<file path="config.mk">
export PLATFORM = sky130hd
export DESIGN_NAME = srn_notifier
export DESIGN_NICKNAME = d
export VERILOG_FILES = /design/src/include/srn_pkg.sv /design/src/rtl/srn_dword_builder.sv /design/src/rtl/srn_notifier.sv
export SDC_FILE = /design/constraint.sdc
export NUM_CORES = 1
export LEC_CHECK = 0
export BUFFER_PORTS_ARGS = -buffer_cell sky130_fd_sc_hd__buf_2
export CAP_MARGIN = 20
export CORE_ASPECT_RATIO = 1.1
export CORE_MARGIN = 2
export CORE_UTILIZATION = 40
export CTS_BUF_LIST = sky130_fd_sc_hd__clkbuf_8
export DETAILED_ROUTE_END_ITERATION = 16
export GPL_TIMING_DRIVEN = 0
export SLEW_MARGIN = 20
export SYNTH_ARGS = -nofsm -noshare
export SYNTH_HDL_FRONTEND = slang
export SYNTH_SLANG_ARGS = --single-unit
export TNS_END_PERCENT = 50
</file>
<file path="constraint.sdc">
create_clock -name clk -period 2.2 [get_ports clk]
set_input_delay 0.11 -clock clk [delete_from_list [all_inputs] [get_ports clk]]
set_output_delay 0.11 -clock clk [all_outputs]
set_load 0.005 [all_outputs]
</file>
<file path="src/include/srn_pkg.sv">
// Package for the sublink rate notifier: field layout, codes and types
package srn_pkg;

    // ----------------------------------------
    // Dword 0 layout
    // ----------------------------------------
    localparam int TYPE_LSB = 0;
    localparam int TYPE_W = 5;
    localparam int DEV_ADDR_LSB = 25;
    localparam int DEV_ADDR_W = 7;
    localparam logic [TYPE_W-1:0] TP_TYPE_CODE = 5'h04;

    // ----------------------------------------
    // Dword 1 layout
    // ----------------------------------------
    localparam int SUBTYPE_LSB = 0;
    localparam int NOTE_TYPE_LSB = 4;
    localparam int CODE_W = 4;
    localparam int FOLLOW_BIT = 31;
    localparam logic [CODE_W-1:0] DEVICE_NOTICE_SUBTYPE = 4'h4;
    localparam logic [CODE_W-1:0] SUBLINK_SPEED_NOTE = 4'h6;

    // ----------------------------------------
    // Dword 2 layout
    // ----------------------------------------
    localparam int EXPONENT_LSB = 4;
    localparam int EXPONENT_W = 2;
    localparam int SUBLINK_TYPE_LSB = 6;
    localparam int SUBLINK_TYPE_W = 2;
    localparam int LANES_LSB = 10;
    localparam int LANES_W = 4;
    localparam int LINK_PROTOCOL_LSB = 14;
    localparam int LINK_PROTOCOL_W = 2;
    localparam int MANTISSA_LSB = 16;
    localparam int MANTISSA_W = 16;

    // Sublink type: bit 0 asymmetric, bit 1 transmit direction
    localparam logic [SUBLINK_TYPE_W-1:0] SUBLINK_TYPE_SYM_RX = 2'h0;
    localparam logic [SUBLINK_TYPE_W-1:0] SUBLINK_TYPE_SYM_TX = 2'h2;
    localparam logic [LINK_PROTOCOL_W-1:0] LINK_PROTOCOL_PLUS_RATE = 2'h1;

    localparam logic [EXPONENT_W-1:0] EXPONENT_BPS = 2'h0;
    localparam logic [EXPONENT_W-1:0] EXPONENT_KBPS = 2'h1;
    localparam logic [EXPONENT_W-1:0] EXPONENT_MBPS = 2'h2;
    localparam logic [EXPONENT_W-1:0] EXPONENT_GBPS = 2'h3;

    localparam int DW_COUNT = 3;
    localparam int DW_IDX_W = 2;

    // Lane rate reported in both notifications
    typedef struct packed {
        logic [MANTISSA_W-1:0] mantissa;
        logic [EXPONENT_W-1:0] exponent;
        logic [LANES_W-1:0] lane_count;
    } srn_rate_t;

    // One dword on the outgoing packet stream
    typedef struct packed {
        logic [31:0] data;
        logic sop;
        logic eop;
    } srn_beat_t;

    typedef enum logic [4:0] {
        SRN_IDLE = 5'b00001,
        SRN_WAIT_ACK = 5'b00010,
        SRN_SEND_RX = 5'b00100,
        SRN_SEND_TX = 5'b01000,
        SRN_DONE = 5'b10000
    } srn_state_t;

endpackage

</file>
<file path="src/rtl/srn_dword_builder.sv">
// Builds one dword of a sublink speed notification packet
`timescale 1ns/1ns
`default_nettype none
module srn_dword_builder
    import srn_pkg::*;
(
    input wire logic [DW_IDX_W-1:0] dw_idx,
    input wire logic tx_dir,
    input wire logic [DEV_ADDR_W-1:0] dev_addr,
    input wire srn_rate_t rate,
    output logic [31:0] dword
);

    wire [31:0] dw0;
    wire [31:0] dw1;
    wire [31:0] dw2;
    wire [SUBLINK_TYPE_W-1:0] sublink_type_code;

    assign sublink_type_code = tx_dir ? SUBLINK_TYPE_SYM_TX : SUBLINK_TYPE_SYM_RX;

    assign dw0 = (32'(dev_addr) << DEV_ADDR_LSB) | (32'(TP_TYPE_CODE) << TYPE_LSB);

    assign dw1 = (32'(!tx_dir) << FOLLOW_BIT)
        | (32'(SUBLINK_SPEED_NOTE) << NOTE_TYPE_LSB)
        | (32'(DEVICE_NOTICE_SUBTYPE) << SUBTYPE_LSB);

    // Rate fields, shared by both directions so the link stays symmetric
    assign dw2 = (32'(rate.mantissa) << MANTISSA_LSB)
        | (32'(LINK_PROTOCOL_PLUS_RATE) << LINK_PROTOCOL_LSB)
        | (32'(rate.lane_count) << LANES_LSB)
        | (32'(sublink_type_code) << SUBLINK_TYPE_LSB)
        | (32'(rate.exponent) << EXPONENT_LSB);

    assign dword = (dw_idx == 2'h0) ? dw0 : (dw_idx == 2'h1) ? dw1 : dw2;

endmodule
`default_nettype wire

</file>
<file path="src/rtl/srn_notifier.sv">
// Sublink rate notifier: sends the receive and transmit speed notices after addressing
`timescale 1ns/1ns
`default_nettype none

// Functional notes
// - In the plus-rate mode the pair of notices is produced on entering the Address state.
// - Lane speed is mantissa times 1000 to the power of the exponent field.
// - Sublink speed is lane speed times lane count plus one.
// - The status-stage acknowledgement after a set-address carries the following flag.
// - The first packet sent after that acknowledgement is the receive-direction notice.
// - The receive notice carries the following flag and the transmit notice comes next.
// - Only symmetric links are reported, same rate and lanes in both directions.
// - Dword 1 holds the subtype code at bit 0 and notice type code at bit 4.
// - The 2-bit exponent at dword 2 bit 4 picks the base-1000 unit of the mantissa.
// - The lane count is zero based, zero meaning a single lane.
module srn_notifier
    import srn_pkg::*;
(
    input wire logic clk,
    input wire logic reset_n,
    input wire logic plus_rate_mode,
    input wire logic set_address_seen,
    input wire logic [DEV_ADDR_W-1:0] dev_addr,
    input wire logic addressed_state,
    input wire srn_rate_t lane_rate,
    input wire logic status_ack_sent,
    output logic status_ack_follow,
    output srn_beat_t tp_beat,
    output logic tp_valid,
    input wire logic tp_ready,
    output logic notify_busy
);

    // ----------------------------------------
    // State and datapath registers
    // ----------------------------------------
    srn_state_t state_r;
    srn_state_t state_nxt;
    logic [DW_IDX_W-1:0] dw_idx_r;
    logic [DW_IDX_W-1:0] dw_idx_nxt;
    logic addr_state_d_r;
    srn_rate_t rate_r;
    logic [31:0] dword;

    // ----------------------------------------
    // Decode helpers
    // ----------------------------------------
    // States that put notice dwords on the stream
    function automatic logic is_sending(input srn_state_t s);
        return (s == SRN_SEND_RX) || (s == SRN_SEND_TX);
    endfunction

    // Index of the closing dword of a notice
    function automatic logic is_last_dword(input logic [DW_IDX_W-1:0] idx);
        return idx == DW_IDX_W'(DW_COUNT - 1);
    endfunction

    // ----------------------------------------
    // Start and direction decodes
    // ----------------------------------------
    wire beat_done = tp_valid && tp_ready;
    wire last_dw = is_last_dword(dw_idx_r);
    wire enter_address = addressed_state && !addr_state_d_r;
    wire start_req = set_address_seen || enter_address;
    wire start = plus_rate_mode && start_req;
    wire idle_start = (state_r == SRN_IDLE) && start;
    wire tx_dir_nxt = state_nxt == SRN_SEND_TX;

    srn_dword_builder u_builder (
        .dw_idx(dw_idx_nxt),
        .tx_dir(tx_dir_nxt),
        .dev_addr(dev_addr),
        .rate(rate_r),
        .dword(dword)
    );

    // ----------------------------------------
    // Sequencing
    // ----------------------------------------
    always_comb begin
        state_nxt = state_r;
        dw_idx_nxt = dw_idx_r;
        if (beat_done) begin
            dw_idx_nxt = last_dw ? '0 : dw_idx_r + 1'b1;
        end
        case (state_r)
            SRN_IDLE: begin
                if (start) begin
                    state_nxt = SRN_WAIT_ACK;
                end
            end
            SRN_WAIT_ACK: begin
                if (status_ack_sent) begin
                    state_nxt = SRN_SEND_RX;
                    dw_idx_nxt = '0;
                end
            end
            SRN_SEND_RX: begin
                if (beat_done && last_dw) begin
                    state_nxt = SRN_SEND_TX;
                end
            end
            SRN_SEND_TX: begin
                if (beat_done && last_dw) begin
                    state_nxt = SRN_DONE;
                end
            end
            SRN_DONE: begin
                if (!addressed_state) begin
                    state_nxt = SRN_IDLE;
                end
            end
            default: begin
                state_nxt = SRN_IDLE;
            end
        endcase
    end

    // ----------------------------------------
    // Stream and flag decodes
    // ----------------------------------------
    wire sending_nxt = is_sending(state_nxt);
    wire load_beat = sending_nxt && (!tp_valid || beat_done);
    wire first_dw_nxt = dw_idx_nxt == '0;
    wire last_dw_nxt = is_last_dword(dw_idx_nxt);
    wire busy_nxt = (state_nxt != SRN_IDLE) && (state_nxt != SRN_DONE);
    wire follow_nxt = state_nxt == SRN_WAIT_ACK;

    // ----------------------------------------
    // State register
    // ----------------------------------------
    always_ff @(posedge clk) begin
        if (!reset_n) begin
            state_r <= SRN_IDLE;
        end else begin
            state_r <= state_nxt;
        end
    end

    // ----------------------------------------
    // Dword index
    // ----------------------------------------
    always_ff @(posedge clk) begin
        if (!reset_n) begin
            dw_idx_r <= '0;
        end else begin
            dw_idx_r <= dw_idx_nxt;
        end
    end

    // ----------------------------------------
    // Address state edge detect
    // ----------------------------------------
    // Resets to the idle level so no false start follows reset
    always_ff @(posedge clk) begin
        if (!reset_n) begin
            addr_state_d_r <= 1'b0;
        end else begin
            addr_state_d_r <= addressed_state;
        end
    end

    // ----------------------------------------
    // Lane rate capture
    // ----------------------------------------
    // One capture feeds both notices, keeping the pair symmetric
    always_ff @(posedge clk) begin
        if (!reset_n) begin
            rate_r <= '0;
        end else if (idle_start) begin
            rate_r <= lane_rate;
        end
    end

    // ----------------------------------------
    // Outgoing stream valid
    // ----------------------------------------
    always_ff @(posedge clk) begin
        if (!reset_n) begin
            tp_valid <= 1'b0;
        end else if (load_beat) begin
            tp_valid <= 1'b1;
        end else if (beat_done) begin
            tp_valid <= 1'b0;
        end
    end

    // ----------------------------------------
    // Dword payload
    // ----------------------------------------
    // Held while the host stalls, reloaded only into an empty or accepted slot
    always_ff @(posedge clk) begin
        if (!reset_n) begin
            tp_beat <= '0;
        end else if (load_beat) begin
            tp_beat.data <= dword;
            tp_beat.sop <= first_dw_nxt;
            tp_beat.eop <= last_dw_nxt;
        end
    end

    // ----------------------------------------
    // Busy flag
    // ----------------------------------------
    always_ff @(posedge clk) begin
        if (!reset_n) begin
            notify_busy <= 1'b0;
        end else begin
            notify_busy <= busy_nxt;
        end
    end

    // ----------------------------------------
    // Status-stage follow flag
    // ----------------------------------------
    // Drops at the edge that sees the acknowledgement, so it marks one stage only
    always_ff @(posedge clk) begin
        if (!reset_n) begin
            status_ack_follow <= 1'b0;
        end else begin
            status_ack_follow <= follow_nxt;
        end
    end

endmodule
`default_nettype wire

</file>
* Word level (Yosys, flattened, before mapping) *
Cells that the tools add are included.

word-level totals
  register bits = 67
  output and inout bits = 37
  logic and storage cells = 59

cells by class
  add/subtract/negate cells = 1
  eq/ne operators = 13
  multiplexer cells = 15
  bitwise gates (word level) = 3
  reduce and logical (&&, ||, !) cells = 15

operators with widths
  operator             count
  $mux 32              2
  $or 32x14->32        1
  $or 32x6->32         1
  $or 32x8->32         1
  $mux 5               5
  $pmux 5 s5           1
  $eq 5x2->1 const B   2
  $eq 5x3->1 const B   2
  $eq 5x4->1 const B   2
  $mux 2               5
  $logic_and 1x1->1    7
  $eq 5x1->1 const B   1
  $eq 5x5->1 const B   1
  $ne 5x1->1 const B   1
  $ne 5x5->1 const B   1
  $eq 2x2->1 const B   2
  $logic_not 1->1      3
  $logic_or 1x1->1     3
  $add 2x1->2 const B  1
  $eq 2x1->1 const B   1
  $logic_not 2->1      1
  $mux 1               2
  $reduce_bool 2->1    1

* Longest topological paths before layout *
Gate-level depths: netlist of the first run.

  word-level depth = 12
  depth in mapped cells = 6
  mapped depth without buffers = 4

* By module *
Synthesis of the first run repeated with hierarchy kept, for this count alone.

unflattened totals
  cell total of the unflattened synthesis = 319
  area, all modules = 3039.2 µm²

modules (own cells, without submodules)
  module             instances  cells an instance  area each (µm²)  seq. area each (µm²)
  srn_notifier       1          279                2755.1           1341.3
  srn_dword_builder  1          40                 284.0            0.0

* Worst setup path after synthesis of the first run *
Ideal clock, no wire load.

  path type = register to register
  start point = reg state_r[2]
  end point = reg rate_r[10] (netlist name)
  setup time = 0.128 ns
  arrival time = 1.384 ns
  data required time = 2.072 ns
  path slack = 0.689 ns
  stages on the path, launching flop included = 7
  cells stage by stage = dfxtp_1 buf_6 nor3_4 o211ai_4 buf_6 mux2i_1 nor2_1

on the way
  longest elaborated chain between the ends = 2

ends and longest elaborated chain
  item                      line                 text
  start: declaration        srn_notifier.sv:37   srn_state_t state_r;
  start signal: assignment  srn_notifier.sv:136  state_r <= state_nxt;
  $eq 5x1->1                srn_notifier.sv:66   wire idle_start = (state_r == SRN_IDLE) && start;
  $logic_and 1x1->1         srn_notifier.sv:66
  end signal: assignment    srn_notifier.sv:171  rate_r <= lane_rate;
  end: declaration          srn_notifier.sv:42   srn_rate_t rate_r;

No other way between the ends.
A chain may end at the register's enable or synchronous reset.

* Worst setup path after layout of the first run *
  start point = reg state_r[2]
  end point = reg rate_r[8] (netlist name)

The elaborated chain is that of the path after synthesis.

==> impl.org, run 1 <==
** Timing
- Setup repair after global routing left no endpoint under its margin.
- Max-slew violation count :: 0
- Count of final hold-check violations :: 0
- Max-slew headroom at the worst pin :: 0.652
- Post-Route Skew :: 0.00756 ns
- At the pin with the least slew margin, the transition time is 0.522 ns.
- Across all setup checks in the final design, the least slack found is 0.457 ns.
- Based on the critical path, the design can be clocked at up to 574 MHz.
- Final total negative setup slack :: 0 ns
- Setup violations remaining at the end of the flow were counted as 0.
- Dividing the final minimum period by the clock period gives 0.792.
- The worst path in the final design needs a cycle of 1.74 ns, including I/O delays and setup.

** Global routing
- Across every metal layer, demand over resource in global routing totals 0.186.
- The number of antenna violations at the first check in global routing came to 0.
- First-pass GRT wire length :: 11,300 microns
- Number of global-route vias before repair :: 2,275
- Gr ovfl total :: 0
- Entering global routing, the biggest net connects 11 pins.

** Synth
- Post-Synth XOR/XNOR Area :: 0
- The synthesized design contains 61 register bits.
- After synthesis, the largest family of logic cells by area is compound AO/OA/AOI/OAI gates.
- Post-synth design cell area :: 2750 sq um
- Number of flops mapped to enable cells by yosys :: 0
- Synthesized-area fraction occupied by ao, oa, aoi and oai cells :: 0.210
- Of the total synthesized cell area, the portion taken by full adders, half adders and majority gates is 0.
- For this run, the number of Yosys warnings is 0.
- Portion of netlist area occupied by mux cells :: 0.102
- Cell count after synthesis :: 285
- Async set-or-reset flop fraction in the synthesized netlist :: 0
- Most used DFF post-synth :: dfxtp_1
- Basic-gate share of the synthesized area counting and, or, nand and nor cells :: 0.173
- Each instance of the synthesized netlist takes up on average 9.65 sq um.
- Sequential-to-total area share from yosys stat :: 0.444
- Netlist cell types :: 56

** Worst setup path
- STA classifies the critical path startpoint as a flip-flop.
- In this run the worst path has a maximum fanout of 10.
- Data on the critical path is required at its endpoint by 2.41 ns.
- The critical path in this run is classified as reg2reg.
- Arrival time reported for the critical path endpoint :: 1.95 ns
- STA classifies the critical path endpoint as a flip-flop.

** Cells and area
- The repair_antennas step left the layout with diodes totalling 0.
- Relative to the synthesized area, the layout overhead comes to 24.5%.
- Leaving out fill and tap cells, the most frequent cells in the layout are buf_2 (70), dfxtp_1 (61), nor2_1 (29).
- Filler instances :: 635
- Excluding fillers, the count of instances in the completed layout stands at 454.
- Commonest non-fill, non-tap cell in the layout :: buf_2
- The final layout contains 404 nets.
- Of the cells placed in the final design, the portion with a size suffix greater than 1 is 0.301.

** Pwr
- Of the total power, combinational logic draws 0.079.
- The worst-case IR drop observed on VDD is 459 uV.
- Internal Pwr Total :: 1.89 mW
- The analysis attributes to cell leakage a power of 1.58 nW.
- Dividing total power by cell area gives a power density of 713 nW/um^2.
- Of the total power, the share spent switching nets is 0.227.
- The share of total power dissipated in sequential elements is 0.474.
- Clock Power Share :: 0.447
- Summed over all nets, the switching power comes to 0.555 mW.

** Clock tree
- CTS Hold Bufs :: 0
- In this run the post-CTS setup repair buffer count came out at 0.
- Num CTS Buffers :: 9
- In this run the deepest clock path goes through 2 buffers.
- Gates resized during post-CTS repair numbered 0.
- Clock sink count :: 61
- Clock latency on the worst-skew pair, taken at its later pin, is 0.33 ns.
- CTS tree :: built
- The tree is rooted in a clkbuf_8.
- Maximum level of the CTS H-tree :: 3
- CTS clk-pin slew, worst paths :: 0.07 ns

** Detailed routing
- Post-route DRC violation count :: 0
- The first detailed-routing pass ran for 4 iterations.
- The first routing iteration left 164 violations.
- In the routed layout, each cell is associated on average with a via count of 5.33.
- The routed layout has 2,419 vias.
- Final WL :: 6920 microns
- Detail Route Antenna Nets :: 0
- In the final routed layout, each cell accounts on average for 15.3 microns.

** Floorplan
- The total area inside the core boundary comes to 6630 sq um.
- The floorplan step set the die height to 91.0 microns.
- For this design the top-level I/O count stands at 73.
- The floorplan step set the die width to 83.1 microns.
- The die covers 7560 sq um.
- Total number of placement rows :: 31
- For this configuration, the core starts out at a cell density of 0.415.

** Worst hold path
- The tightest min-delay check is of the in2reg type.

** Outcome
- The flow ran to the end, and the final reports show no timing, DRC or antenna violations.

** Placement
- The congestion estimate from routability-driven global placement came to 0.756.
- Hpwl dp :: 4870 microns
- Including well taps, the total number of placed cells is 438.
- Place WS :: 0.458 ns
- Port Buf Inserts :: 66

** Job
- Across the run, the number of max-cap violations was 0.
## cell usage after synthesis (3+ instances only)
library cell | number | area share
dfxtp_1 | 61 | 0.44
nor2_1 | 29 | 0.040
mux2i_1 | 28 | 0.10
a21oi_1 | 21 | 0.038
nand3_1 | 18 | 0.033
o211ai_1 | 16 | 0.044
nand2_1 | 12 | 0.016
buf_4 | 9 | 0.025
clkbuf_1 | 9 | 0.012
a32oi_1 | 6 | 0.019
buf_6 | 5 | 0.020
nor2b_1 | 5 | 0.011
nor3_1 | 5 | 0.0091
o21ai_0 | 5 | 0.0091
buf_2 | 4 | 0.0073
and3b_1 | 3 | 0.0096
inv_1 | 3 | 0.0041
nand4_1 | 3 | 0.0068
## kinds of logic after synthesis
| group | count (synthesis) |
|---|---|
| compound gates | 74 |
| buf+inv | 31 |
| flops | 61 |
| mux | 28 |
| other cells | 1 |
| simple gates | 90 |
## power by group through the flow
| stage | Sequential [mW] | Combinational (mW) | Clock [mW] |
|---|---|---|---|
| detailed placement | 1.18 | 0.191 | 0 |
| CTS | 1.16 | 0.192 | 1.11 |
| finish | 1.16 | 0.192 | 1.09 |
| floorplan | 1.18 | 0.126 | 0 |
| global placement | 1.18 | 0.189 | 0 |
| global route | 1.16 | 0.213 | 1.16 |
## through the flow
stage | area [sq um] | power [mW] | hold WS [ns] | util
floorplan | 2770 | 1.30 | 0.232 | -
CTS | 3410 | 2.46 | 0.000647 | 0.515
detailed placement | 3200 | 1.37 | 0.349 | 0.483
global route | 3420 | 2.54 | 0.000552 | 0.516
finish | 3420 | 2.44 | 0.00418 | 0.516
global placement | 3200 | 1.37 | 0.341 | 0.483
## sequential cells by signal, summed over array words and instances, names as in the netlist
signal,count
state_r,5
rate_r,22
tp_valid,1
status_ack_follow,1
dw_idx_r,2
notify_busy,1
tp_beat,28
addr_state_d_r,1
## layer usage
metal	global-route usage	up-vias	part of all wire
li1	-	1199	-
met1	0.242	1148	0.45
met2	0.294	65	0.48
met3	0.0573	7	0.058
met4	0.0574	0	0.0098
met5	0	-	0
## critical path, stage by stage, from the launching register on
cell      delay (ns)
dfxtp_1         0.34
buf_6           0.15
nor3_4          0.44
o211ai_4        0.25
buf_6           0.23
mux2i_1         0.16
nor2_1          0.05
## layout make-up
class	instances	area, sq um	area share
multi-input cells	198	1360	0.396
flip-flops and latches	61	1220	0.357
repair buffers	67	340	0.0994
plain buffers	27	178	0.0519
clock buffers	10	138	0.0402
well taps	82	103	0.0300
clock inverters	5	75.1	0.0219
inverters	4	15.0	0.00438
## worst paths after layout
path / startpoint / endpoint / slack [ns] / depth (start not counted)
max: state_r[2] / rate_r[8] / 0.46 / 6
min: lane_rate[0] / rate_r[0] / 0.004 / 3
max reg2reg: state_r[2] / rate_r[8] / 0.46 / 6
min reg2reg: tp_beat[15] / tp_beat[15] / 0.46 / 2
No activity file was read; power rests on OpenSTA's default activity.
==> run 2: changes to the inputs <==
==> constraint.sdc (replaced) <==
create_clock -name clk -period 1.72 [get_ports clk]
set_input_delay 0.086 -clock clk [delete_from_list [all_inputs] [get_ports clk]]
set_output_delay 0.086 -clock clk [all_outputs]
set_load 0.005 [all_outputs]
==> impl.org, run 2 (same netlist as run 1, synthesis figures left out) <==
** Outcome
- The flow ran to the end, but the final reports show violations.
- The final reports fail on negative hold slack.

** Cells and area
- The library cells used most frequently in the layout, excluding fill and tap cells, are buf_2 (70), dfxtp_1 (56), nor2_1 (28), mux2i_1 (28), a21oi_1 (21).
- Compared with the post-synthesis result, the final layout area differs by 34.3%.
- Max FFs per register :: 28
- Register name with the most flops :: tp_beat
- The largest registers in the layout are tp_beat x28, rate_r x22, state_r x5.
- In the final layout, the share of cells above drive strength 1 is 0.326.
- Leaving out fill and tap cells, the most frequent cell in the layout is buf_2.
- After routing the design area is 3690 sq um.
- Antenna Diode Count :: 0
- After the last flow step, the layout net total stands at 428.
- Number of standard cells in the layout, taps in and fillers out :: 478
- Filler instances :: 607

** Clock tree
- Clock tree synthesis selected as its root buffer the cell clkbuf_8.
- TritonCTS built the clock tree.
- For this design, the sink count on the clock tree is 61.
- Clk buf depth :: 2
- The H-tree was split into 3 levels.
- After clock tree synthesis, the clock-pin slew on the worst setup and hold paths is 0.07 ns.
- Num CTS Buffers :: 9
- The clock reaches the later pin of the worst-skew pair after 0.33 ns.

** Worst setup path
- Together, buffers and inverters on the worst path number 4.
- The endpoint identified for the worst register-to-register timing path is tp_beat[23].
- The setup check on the worst reg-to-reg path leaves a slack of 0.10 ns.
- Crit-path max cell delay :: 0.36 ns
- The slowest stage of the critical path belongs to the cell dfxtp_2.
- Maximum fanout along the worst path :: 10
- The worst register-to-register path has a depth of 8.
- Required time of the critical path :: 1.97 ns
- Worst reg2reg path startpoint :: state_r[2]
- The critical path in this run is classified as reg2reg.
- Arrival time reported for the critical path endpoint :: 1.87 ns
- Among cell families on the critical path, the largest total delay comes from buffers and inverters.
- Critical path capture point type :: flip-flop
- STA classifies the critical path startpoint as a flip-flop.
- Walking the worst path, the cells encountered are buf_6 > nor3_4 > buf_4 > buf_4 > a22oi_4 > buf_6 > o211ai_1 > a21oi_1.

** Timing
- The number of max-slew violations in the final report is 0.
- Fmax :: 619 MHz
- In the finished design, the share of the clock period the worst path needs comes to 0.939.
- For the pin with the worst max-slew slack, the measured transition is 0.535 ns.
- Across the routed clock network, the largest skew measured is 0.00817 ns.
- Count of final hold-check violations :: 1
- The worst pin sits at a relative slew slack of 0.643.
- Crit path time final :: 1.62 ns
- Final setup fails :: 0
- Worst setup margin :: 0.105 ns
- Hold WS :: -0.00175 ns
- Setup repair after global routing missed its margin :: no

** Pwr
- Final total power :: 3.16 mW
- The worst-case IR drop observed on VDD is 604 uV.
- The analysis attributes to cell leakage a power of 1.70 nW.
- In this run the power density over the cells is 857 nW/um^2.

** Detailed routing
- After detailed routing, the average wire length per cell comes to 15.3 microns.
- In the routed design, unresolved DRC markers number 0.
- Detail Route Antenna Nets :: 0
- The detailed router finished its first iteration with 108 violations.
- Routed vias/inst :: 5.32
- Before antenna repair, the detailed router went through 4 iterations.
- Overall via count from detail_route :: 2,542
- Wires add up to 7300 microns.

** Worst hold path
- Worst Hold Launch :: lane_rate[7]
- The worst hold path terminates at rate_r[7].
- Class of the most critical hold timing path :: in2reg
- Cell depth of the worst hold path :: 3

** Placement
- After detailed placement, the total cell area comes to 3200 sq um.
- Summed over all nets, the half-perimeter wirelength after detailed placement is 4870 microns.
- OpenSTA, run right after detailed placement, puts the worst setup slack at -0.0217 ns.
- Global placer's final weighted congestion :: 0.756
- In this run, placement finished with an instance count of 438.
- The count of buffers added on input and output ports is 66.

** Global routing
- Number of global-route vias before repair :: 2,356
- First-pass GRT wire length :: 11,800 microns
- In the global route stage, overall resource usage came out at 0.192.
- Gr ovfl total :: 0
- Pin count of the biggest net entering global routing :: 11
- Antenna violations before repair :: 0

** Floorplan
- X dimension of the die :: 83.1 microns
- Number of top-level pins :: 73
- The floorplan step defined a die boundary enclosing 7560 sq um.
- For this configuration, the core starts out at a cell density of 0.415.
- After floorplanning, the core was sized to cover 6630 sq um.
- Total number of placement rows :: 31
- Chip height :: 91.0 microns

** Job
- Count of maximum capacitance violations :: 0
run 2: cell types whose count changed in the layout (fill, tap and decap cells not counted), moves of 2 or more:
cell           previous run  this run
buf_4                     9        15
clkbuf_1                  9         6
clkbuf_2                  0         2
dfxtp_1                  61        56
dfxtp_2                   0         5
dlygate4sd3_1             1        19
run 2: area by class of cell:
| cell class | count | area (sq um) | area share |
|---|---|---|---|
| tap | 82 | 103 | 0.0278 |
| clock inverter | 5 | 75.1 | 0.0203 |
| clock buffer | 10 | 138 | 0.0373 |
| sequential | 61 | 1230 | 0.332 |
| buffer | 26 | 176 | 0.0478 |
| timing repair buffer | 92 | 586 | 0.159 |
| inverter | 4 | 15.0 | 0.00407 |
| multi-input combinational | 198 | 1370 | 0.372 |
run 2: worst max-delay path by stage:
stage,startpoint,to,depth (start not counted)
6_report,state_r[2],tp_beat[23],8
5_1_grt,state_r[1],tp_beat[26],5
4_1_cts,state_r[4],tp_beat[33],6
3_5_place_dp,state_r[2],rate_r[8],6
3_3_place_gp,state_r[2],rate_r[7],6
2_1_floorplan,state_r[2],rate_r[10],6
run 2: what timing repair did:
item,CTS,global route
hold buffers,18,1
gates resized for setup,1,12
hold endpoints to repair,18,1
cloned,0,0
setup buffers,1,6
setup endpoints to repair,20,46
pin swaps,2,4
run 2: worst reg2reg max path: stages (launching register included):
cell and delay, ns:
dfxtp_2 0.36, buf_6 0.14, nor3_4 0.05, buf_4 0.15, buf_4 0.14, a22oi_4 0.25
buf_6 0.18, o211ai_1 0.10, a21oi_1 0.16
run 2: metrics by stage:
step                hold WS, ns   util  TNS [ns]
floorplan                 0.208      -         0
global placement          0.317  0.483    -0.315
detailed placement        0.325  0.483    -0.145
CTS                     0.00185  0.543         0
global route            0.00399  0.557         0
finish                 -0.00175  0.557         0
run 2: where the power goes:
part           switching (mW)  internal [mW]
Clock                   0.560          0.840
Sequential             0.0268           1.46
Combinational           0.134          0.146
Total                   0.721           2.44
run 2: metal layers:
layer	up-vias	global-route usage	part of all wire
met4	0	0.0574	0.0089
met3	6	0.0564	0.053
li1	1247	-	-
met2	61	0.311	0.49
met5	-	0	0
met1	1228	0.248	0.45
